==> config.mk <==
export PLATFORM = sky130hd
export DESIGN_NAME = dptc_top
export DESIGN_NICKNAME = d
export VERILOG_FILES = /design/src/dptc_pkg.sv /design/src/dptc_fault_if.sv /design/src/dptc_top.sv /design/src/dptc_syndrome.sv
export SDC_FILE = /design/constraint.sdc
export NUM_CORES = 1
export LEC_CHECK = 0
export ABC_AREA = 1
export BUFFER_PORTS_ARGS = -buffer_cell sky130_fd_sc_hd__buf_4
export CAP_MARGIN = 15
export CORE_MARGIN = 3
export CORE_UTILIZATION = 40
export DETAILED_ROUTE_END_ITERATION = 8
export SYNTH_ARGS = -nofsm -noshare
export SYNTH_HDL_FRONTEND = slang
export SYNTH_HIERARCHICAL = 1
export SYNTH_SLANG_ARGS = --single-unit
==> constraint.sdc <==
create_clock -name clk_in -period 4.9 [get_ports clk_in]
set_input_delay 0.49 -clock clk_in [delete_from_list [all_inputs] [get_ports clk_in]]
set_output_delay 0.49 -clock clk_in [all_outputs]
set_load 0.01 [all_outputs]
==> src/dptc_pkg.sv <==
package dptc_pkg;

   // ===============================================================
   // Register map
   localparam logic [11:0] BASE_LO_OFS   = 12'h200;
   localparam logic [11:0] BASE_HI_OFS   = 12'h204;
   localparam logic [11:0] CFG_OFS       = 12'h208;
   localparam logic [11:0] SYND_LO_OFS   = 12'h210;
   localparam logic [11:0] SYND_HI_OFS   = 12'h214;
   localparam logic [11:0] CTRL_OFS      = 12'h220;
   localparam logic [11:0] GERR_OFS      = 12'h224;

   // ===============================================================
   // Field positions
   localparam int ADDR_LSB      = 12;
   localparam int ADDR_MSB      = 55;
   localparam int RA_BIT        = 62;
   localparam int SPAN_LSB      = 20;
   localparam int GRAN_LSB      = 14;
   localparam int PS_LSB        = 0;
   localparam int CODE_LSB      = 4;
   localparam int LEVEL_BIT     = 1;
   localparam int FAULT_BIT     = 0;
   localparam int ADDR_W        = ADDR_MSB - ADDR_LSB + 1;

   // ===============================================================
   // Encodings
   localparam logic [3:0] SPAN_30 = 4'h0;
   localparam logic [3:0] SPAN_34 = 4'h4;
   localparam logic [3:0] SPAN_36 = 4'h6;
   localparam logic [3:0] SPAN_39 = 4'h9;
   localparam logic [1:0] GRAN_4K  = 2'h0;
   localparam logic [1:0] GRAN_64K = 2'h1;
   localparam logic [1:0] GRAN_16K = 2'h2;
   localparam logic [2:0] PS_RSVD  = 3'h7;
   localparam logic [3:0] WALKS_DISABLED_CODE    = 4'h0;
   localparam logic [3:0] INVALID_WALK_CODE      = 4'h1;
   localparam logic [3:0] GRANULE_PROTECTION_CODE = 4'h2;
   localparam logic [3:0] EXTERNAL_ABORT_CODE    = 4'h3;

   // ===============================================================
   // Reset values
   localparam logic [31:0] ZERO_WORD = 32'h0000_0000;

   typedef struct packed {
      logic [ADDR_W-1:0] addr;
      logic [3:0]        code;
      logic              level;
      logic              fault;
   } dptc_synd_s;

endpackage

==> src/dptc_fault_if.sv <==
interface dptc_fault_if;
   logic                      valid;
   logic [dptc_pkg::ADDR_W-1:0] addr;
   logic [3:0]                code;
   logic                      level;
   logic                      no_access;
   logic                      clear;
   logic                      fault;
   logic                      load;
   modport top (output valid, output addr, output code, output level,
                output no_access, output clear, input fault, input load);
   modport synd (input valid, input addr, input code, input level,
                 input no_access, input clear, output fault, output load);
endinterface

==> src/dptc_top.sv <==
// What this block does
// - Table base register holds the first-level table address in bits 55:12.
// - Base aligned to larger of 4KB and table size; low unused bits act as zero but read back as written.
// - Base bits above output address size read and act as zero.
// - Base and config are read-only while walk enable or its acknowledge is set.
// - Level-0 span field bits 23:20 encodes 30, 34, 36 or 39 bits.
// - Granule field bits 15:14: 4KB, 64KB, 16KB; invalid when unsupported.
// - Region size field bits 2:0 encodes 32 to 52 bits; 0b111 reserved.
// - Span, granule and region size may be cached, so changes may lag.
// - Syndrome bits 55:12 hold the faulting address; zero while flag clear.
// - Fault code bits 7:4: disabled, invalid, protection fault, abort.
// - Syndrome bit 1 gives the faulting level; zero with no fault.
// - Syndrome bit 0 is a sticky fault flag, reset to zero.
// - Writing one to the fault flag does nothing at all.
// - Writes not clearing the flag are ignored; a clearing write zeroes all.
// - Syndrome describes the fault shown by the global error table bit.
// - No-access results are not faults and leave the syndrome alone.
//
// The implementer's own choice: the plain strobed port.
module dptc_top #(
   parameter int OA_BITS   = 48,
   parameter bit GRANULE_4K_SUPPORTED_OK = 1'b1,
   parameter bit GRAN16K_OK = 1'b1,
   parameter bit GRAN64K_OK = 1'b1
) (
   // Clock and reset
   input  wire logic                        clk_in,
   input  wire logic                        reset_in,
   // Register port
   input  wire logic [11:0]                 addr_in,
   input  wire logic [31:0]                 wdata_in,
   input  wire logic                        wr_in,
   input  wire logic                        rd_in,
   output logic      [31:0]                 rdata_out,
   // Lookup fault report from the table walker
   input  wire logic                        fault_valid_in,
   input  wire logic [dptc_pkg::ADDR_W-1:0] fault_addr_in,
   input  wire logic [3:0]                  fault_code_in,
   input  wire logic                        fault_level_in,
   input  wire logic                        fault_no_access_in,
   // Configuration toward the walker
   output logic      [dptc_pkg::ADDR_W-1:0] table_base_address_out,
   output logic                             read_allocate_hint_out,
   output logic      [3:0]                  level0_span_out,
   output logic      [1:0]                  table_granule_out,
   output logic      [2:0]                  protected_region_size_out,
   output logic                             config_valid_out,
   output logic                             walk_enable_out,
   output logic                             control_acknowledge_out,
   output logic                             permission_table_error_out
);

   typedef struct packed {
      logic [dptc_pkg::ADDR_W-1:0] base;
      logic                        ra;
      logic [3:0]                  span;
      logic [1:0]                  gran;
      logic [2:0]                  ps;
      logic                        walk_en;
      logic                        walk_ack;
      logic                        gerr;
      logic                        gerr_ack;
      logic                        err;
      logic [31:0]                 rdata;
      logic [dptc_pkg::ADDR_W-1:0] base_eff;
      logic                        cfg_ok;
   } dptc_st_s;

   dptc_st_s             st_r;
   dptc_st_s             st_nxt;
   dptc_pkg::dptc_synd_s synd;
   dptc_fault_if         flt ();
   logic [63:0]          base_word;
   logic [63:0]          synd_word;
   logic [dptc_pkg::ADDR_W-1:0] oa_mask;
   logic [dptc_pkg::ADDR_W-1:0] align_mask;
   logic                 locked;
   logic                 span_ok;
   logic                 gran_ok;
   logic                 ps_ok;
   logic [5:0]           span_bits;
   logic [5:0]           ps_bits;

   // ===============================================================
   // Syndrome store
   assign flt.valid     = fault_valid_in;
   assign flt.addr      = fault_addr_in;
   assign flt.code      = fault_code_in;
   assign flt.level     = fault_level_in;
   assign flt.no_access = fault_no_access_in;
   // Only a write of zero to the flag bit clears; a one changes nothing.
   assign flt.clear     = wr_in && (addr_in == dptc_pkg::SYND_LO_OFS)
                          && !wdata_in[dptc_pkg::FAULT_BIT] && synd.fault;

   dptc_syndrome #(
      .OA_BITS (OA_BITS)
   ) u_synd (
      .clk_in   (clk_in),
      .reset_in (reset_in),
      .flt      (flt),
      .synd_out (synd)
   );

   // ===============================================================
   // Field decode and checks
   always_comb begin
      span_ok   = 1'b1;
      span_bits = 6'h1E;
      case (st_r.span)
         dptc_pkg::SPAN_30: span_bits = 6'h1E;
         dptc_pkg::SPAN_34: span_bits = 6'h22;
         dptc_pkg::SPAN_36: span_bits = 6'h24;
         dptc_pkg::SPAN_39: span_bits = 6'h27;
         default: span_ok = 1'b0;
      endcase
      ps_ok   = 1'b1;
      ps_bits = 6'h20;
      case (st_r.ps)
         3'h0: ps_bits = 6'h20;
         3'h1: ps_bits = 6'h24;
         3'h2: ps_bits = 6'h28;
         3'h3: ps_bits = 6'h2A;
         3'h4: ps_bits = 6'h2C;
         3'h5: ps_bits = 6'h30;
         3'h6: ps_bits = 6'h34;
         default: ps_ok = 1'b0;
      endcase
      case (st_r.gran)
         dptc_pkg::GRAN_4K:  gran_ok = GRANULE_4K_SUPPORTED_OK;
         dptc_pkg::GRAN_64K: gran_ok = GRAN64K_OK;
         dptc_pkg::GRAN_16K: gran_ok = GRAN16K_OK;
         default:            gran_ok = 1'b0;
      endcase
   end

   // ===============================================================
   // Address masks. The level-0 table holds 2^(ps-span) entries of 8 bytes,
   // so alignment clears bits below ps-span+3, never fewer than 12.
   always_comb begin
      oa_mask    = '0;
      align_mask = '0;
      for (int i = 0; i < dptc_pkg::ADDR_W; i++) begin
         if (i + dptc_pkg::ADDR_LSB < OA_BITS) begin
            oa_mask[i] = 1'b1;
         end
         if (i + dptc_pkg::ADDR_LSB >= int'(ps_bits) - int'(span_bits) + 3) begin
            align_mask[i] = 1'b1;
         end
      end
   end

   assign locked    = st_r.walk_en || st_r.walk_ack;
   assign base_word = {1'b0, st_r.ra, 6'h00, st_r.base & oa_mask, 12'h000};
   assign synd_word = {8'h00, synd.addr, 4'h0, synd.code, 2'b00, synd.level,
                       synd.fault};

   // ===============================================================
   // Register file and derived state
   always_comb begin
      st_nxt       = st_r;
      st_nxt.rdata = dptc_pkg::ZERO_WORD;
      if (wr_in) begin
         case (addr_in)
            dptc_pkg::BASE_LO_OFS: begin
               if (!locked) begin
                  st_nxt.base[19:0] = wdata_in[31:12];
               end
            end
            dptc_pkg::BASE_HI_OFS: begin
               if (!locked) begin
                  st_nxt.base[dptc_pkg::ADDR_W-1:20] = wdata_in[23:0];
                  st_nxt.ra = wdata_in[dptc_pkg::RA_BIT-32];
               end
            end
            dptc_pkg::CFG_OFS: begin
               if (!locked) begin
                  st_nxt.span = wdata_in[dptc_pkg::SPAN_LSB+:4];
                  st_nxt.gran = wdata_in[dptc_pkg::GRAN_LSB+:2];
                  st_nxt.ps   = wdata_in[dptc_pkg::PS_LSB+:3];
               end
            end
            dptc_pkg::CTRL_OFS: begin
               st_nxt.walk_en = wdata_in[0];
            end
            dptc_pkg::GERR_OFS: begin
               st_nxt.gerr_ack = wdata_in[1];
            end
            default: begin
            end
         endcase
      end
      // Acknowledge follows enable one cycle later, so the lock spans the handover.
      st_nxt.walk_ack = st_r.walk_en;
      // Error toggles like an acknowledged global error bit; set wins over ack.
      if (flt.load) begin
         st_nxt.gerr = ~st_nxt.gerr_ack;
      end
      // Registered so the error pin comes straight from a flop, with no added lag.
      st_nxt.err = st_nxt.gerr ^ st_nxt.gerr_ack;
      if (rd_in) begin
         case (addr_in)
            dptc_pkg::BASE_LO_OFS: st_nxt.rdata = base_word[31:0];
            dptc_pkg::BASE_HI_OFS: st_nxt.rdata = base_word[63:32];
            dptc_pkg::CFG_OFS:     st_nxt.rdata = {8'h00, st_r.span, 4'h0, st_r.gran,
                                                   11'h000, st_r.ps};
            dptc_pkg::SYND_LO_OFS: st_nxt.rdata = synd_word[31:0];
            dptc_pkg::SYND_HI_OFS: st_nxt.rdata = synd_word[63:32];
            dptc_pkg::CTRL_OFS:    st_nxt.rdata = {30'h0000_0000, st_r.walk_ack,
                                                   st_r.walk_en};
            dptc_pkg::GERR_OFS:    st_nxt.rdata = {30'h0000_0000, st_r.gerr_ack,
                                                   st_r.gerr};
            default:               st_nxt.rdata = dptc_pkg::ZERO_WORD;
         endcase
      end
      // Walker sees base and config valid after one more register stage, which models the cached copy.
      st_nxt.base_eff = st_r.base & oa_mask & align_mask;
      st_nxt.cfg_ok   = span_ok && ps_ok && gran_ok && (ps_bits <= 6'(OA_BITS))
                        && (span_bits <= ps_bits);
   end

   always_ff @(posedge clk_in) begin
      if (reset_in) begin
         st_r <= '0;
      end else begin
         st_r <= st_nxt;
      end
   end

   assign rdata_out                  = st_r.rdata;
   assign table_base_address_out     = st_r.base_eff;
   assign read_allocate_hint_out     = st_r.ra;
   assign level0_span_out            = st_r.span;
   assign table_granule_out          = st_r.gran;
   assign protected_region_size_out  = st_r.ps;
   assign config_valid_out           = st_r.cfg_ok;
   assign walk_enable_out            = st_r.walk_en;
   assign control_acknowledge_out    = st_r.walk_ack;
   assign permission_table_error_out = st_r.err;

endmodule

==> src/dptc_syndrome.sv <==
module dptc_syndrome #(
   parameter int OA_BITS = 48
) (
   // Clock and reset
   input  wire logic             clk_in,
   input  wire logic             reset_in,
   // Fault report and clear
   dptc_fault_if.synd            flt,
   // Stored syndrome
   output dptc_pkg::dptc_synd_s  synd_out
);

   typedef struct packed {
      dptc_pkg::dptc_synd_s synd;
      logic                 load;
   } dptc_sst_s;

   dptc_sst_s st_r;
   dptc_sst_s st_nxt;
   logic [dptc_pkg::ADDR_W-1:0] oa_mask;

   // ===============================================================
   // Mask for bits above the output address size.
   always_comb begin
      oa_mask = '0;
      for (int i = 0; i < dptc_pkg::ADDR_W; i++) begin
         if (i + dptc_pkg::ADDR_LSB < OA_BITS) begin
            oa_mask[i] = 1'b1;
         end
      end
   end

   // ===============================================================
   // The first fault after a clear is kept; later ones only leave the flag set.
   always_comb begin
      st_nxt      = st_r;
      st_nxt.load = 1'b0;
      if (flt.clear) begin
         st_nxt.synd = '0;
      end
      if (flt.valid && !flt.no_access && (!st_r.synd.fault || flt.clear)) begin
         st_nxt.synd.addr  = flt.addr & oa_mask;
         st_nxt.synd.code  = flt.code;
         st_nxt.synd.level = flt.level;
         st_nxt.synd.fault = 1'b1;
         st_nxt.load       = 1'b1;
      end
   end

   always_ff @(posedge clk_in) begin
      if (reset_in) begin
         st_r <= '0;
      end else begin
         st_r <= st_nxt;
      end
   end

   assign synd_out  = st_r.synd;
   assign flt.fault = st_r.synd.fault;
   assign flt.load  = st_r.load;

endmodule

==> results.ini <==
[detailed_routing]
routed_wl_mm=23.03
dr.first_iter.drc_count=494
wl_per_cell_um=16.15
drcViolationCount=0
drtAntennaViolNets=0
firstDrtPassIters=5
via_count=7032
routed_via_density=4.931

[grt]
overflow=0
track_usage_pct=20.54
antenna_found_initial=0
grt_pass1_vias=6682
grt_pass1_wl_mm=35.98
grt_max_degree=80

[cells_and_area]
nets=1256
diodes=0
area_delta_synth_final_pct=15.50
layout-drive-gt1-share_pct=23.69

[critical_path]
crit_fanout=24
cp-end-kind=flop
worst_setup_path_start_kind=flop
cp_data_required_time_ps=5220
crit_top_cell=nand2_2
path_cells=nor2_2 > nand2_4 > nand2_2 > nor2_2 > inv_2 > ha_1 > inv_2 > nor2_2 > o21ai_1 > nand2_1 > nor2_4 > nand2_2 > nand2_2 > nand2_2 > nand2_4 > inv_2 > a21oi_4 > nand3_1 > nand2_1 > inv_1
crit_buf_inv=4
slowest_delay_ps=640
crit_family=simple AND/OR/NAND/NOR gates
crit_type=flop to flop
critical_path_arrival_ps=3820
slowest_stage=a21oi_4

[synthesis]
synth_top_area_share_pct=39.91
ys_types=45
synth_area_um2=8175
synth_most_common_cell=dfxtp_1
synthFlopType=dfxtp_1
synth_area_leaders=dfxtp_1 (40%), buf_4 (8.8%), nand2_1 (7.2%)
yosys_warnings=6
ys_top_cells_by_count=dfxtp_1 (163), nand2_1 (157), nor2_1 (129)
netlist_instances=1091
synth_top_area_cell=dfxtp_1
ys_async_sr_fraction_pct=0
synth_edf_count=0
synth_seq_area_share_pct=39.91
synth_seq_cells=163
synth_area_per_cell_um2=7.493

[sta]
skew_ps=17.61
min_period_over_period_pct=71.47
worst_hold_slack_ps=283.8
drv_slew=0
final_hold_viol_count=0
worst_pin_slew_ps=1033
slew_headroom_pct=31.06
setup_tns_ps=0
max_freq_mhz=285.5
report.final.setup_viol=0
period_needed_ps=3502
rsz0062_at_grt=no

[floorplanning]
die_area_um2=22190
die_height_um=149.0
row_count=51
die_w_um=149.0
core-area_um2=19780
pin_count=189
start_util_pct=41.33

[cts]
cts_resized=0
cts-root-buf=clkbuf_16
post_cts_buffers=0
clkLatencyLatePin_ps=440
cts.sinks=163
clk_pin_slew_ps=70
cts_tree=yes
cts_buffer_depth=2
h-tree-depth=4
cts_hold_buf=0
cts_buffers=17

[run_status]
status=finished, final reports clean

[placement]
gp_congestion=0.8763
numPortBuffers=172
dpl.hpwl_mm=16.51

[power]
power.density_nw_per_um2=301.3
p_switching_mw=0.7041
p_leak_nw=4.146
p_int_mw=2.141
ir_drop_uv=222.5
p_comb_share_pct=5.5
pwr-share-clk_pct=46.9
seq_power_share_pct=47.6
netSwitchingFraction_pct=24.74

[min_path]
min_path_type=input pin to flop

[job]
cap_violations=0

==> layer usage <==
layer | track usage (%) | vias up | routed length, µm
li1 | - | 3574 | -
met3 | 4.436 | 25 | 1338
met1 | 28.87 | 3209 | 10800
met5 | 0 | - | 0
met2 | 32.04 | 224 | 10560
met4 | 5.584 | 0 | 328
==> kinds of logic after synthesis <==
family | Yosys count | synth area share [%]
AOI/OAI and AO/OA | 157 | 12.31
xor gates and xnor gates | 1 | 0.1072
adders and majority gates | 9 | 1.469
buffers and inverters | 283 | 18.43
DFF | 163 | 39.91
other | 2 | 0.09186
and+or+nand+nor | 476 | 27.69
==> tightest hold or removal path, stage by stage <==
cell    delay (ps)
buf_4           80
nor3_1          40
nor2_1          80
==> power by group through the flow <==
stage | Sequential, mW | Combinational [mW] | Clock (mW)
final | 1.35 | 0.158 | 1.33
after CTS | 1.35 | 0.158 | 1.36
after global routing | 1.36 | 0.175 | 1.41
after detailed placement | 1.38 | 0.157 | 0
after global placement | 1.38 | 0.157 | 0
after floorplan | 1.38 | 0.0924 | 0
==> final timing paths <==
kind                  startpoint                         end  slack, ps  cells after the start
max           level0_span_out[1]  table_base_address_out[22]       1400                     20
min                  wdata_in[3]               base_word[35]        280                      3
max reg2reg   level0_span_out[1]  table_base_address_out[22]       1400                     20
min reg2reg  u_synd/synd_out[22]               rdata_out[28]        460                      2
==> registers in the layout, indices dropped and copies added, names as in the netlist <==
| name | cells |
|---|---|
| config_valid_out | 1 |
| u_synd/flt.load | 1 |
| protected_region_size_out | 3 |
| control_acknowledge_out | 1 |
| permission_table_error_out | 1 |
| base_word | 36 |
| rdata_out | 32 |
| u_synd/flt.fault | 1 |
| walk_enable_out | 1 |
| st_r | 2 |
| table_granule_out | 2 |
| read_allocate_hint_out | 1 |
| table_base_address_out | 36 |
| u_synd/synd_out | 41 |
| level0_span_out | 4 |
==> metrics by stage <==
stage               util [%]  worst slack [ps]  cells  cell area (µm²)  total power [mW]
floorplan                  -              2322   1105             8228             1.474
global placement       44.78              1481   1394             8859             1.541
detailed placement     44.78              1427   1394             8859             1.542
CTS                    47.74              1383   1426             9443             2.868
global route           47.74              1078   1426             9443             2.940
finish                 47.74              1398   1426             9443             2.845
==> placed cells by master, fill, tap and decap left out, types with 4 or more instances in the layout <==
cell type	instances
a31oi_1	6
nand3_1	63
nand3_2	6
ha_1	8
nor2_2	9
inv_6	4
o211ai_1	4
clkbuf_16	17
nor2_1	129
a21oi_2	14
nand2_4	11
nor4_1	4
o21ai_0	45
a221oi_1	11
nand4_1	54
dfxtp_1	163
a211oi_1	20
inv_1	117
inv_2	13
buf_4	174
nand2_1	157
o22ai_1	4
a21oi_1	38
nand2_2	8
nor3_1	28
conb_1	16
==> layout make-up <==
cell class              instances  area (µm²)
clock buffers                  18       439.2
clock inverters                14       145.1
fillers                      2041       10340
inverters                     133       499.2
multi-input cells             659        3458
flip-flops and latches        163        3263
well taps                     265       331.6
repair buffers                174        1306
No activity file was read; power rests on OpenSTA's default activity.
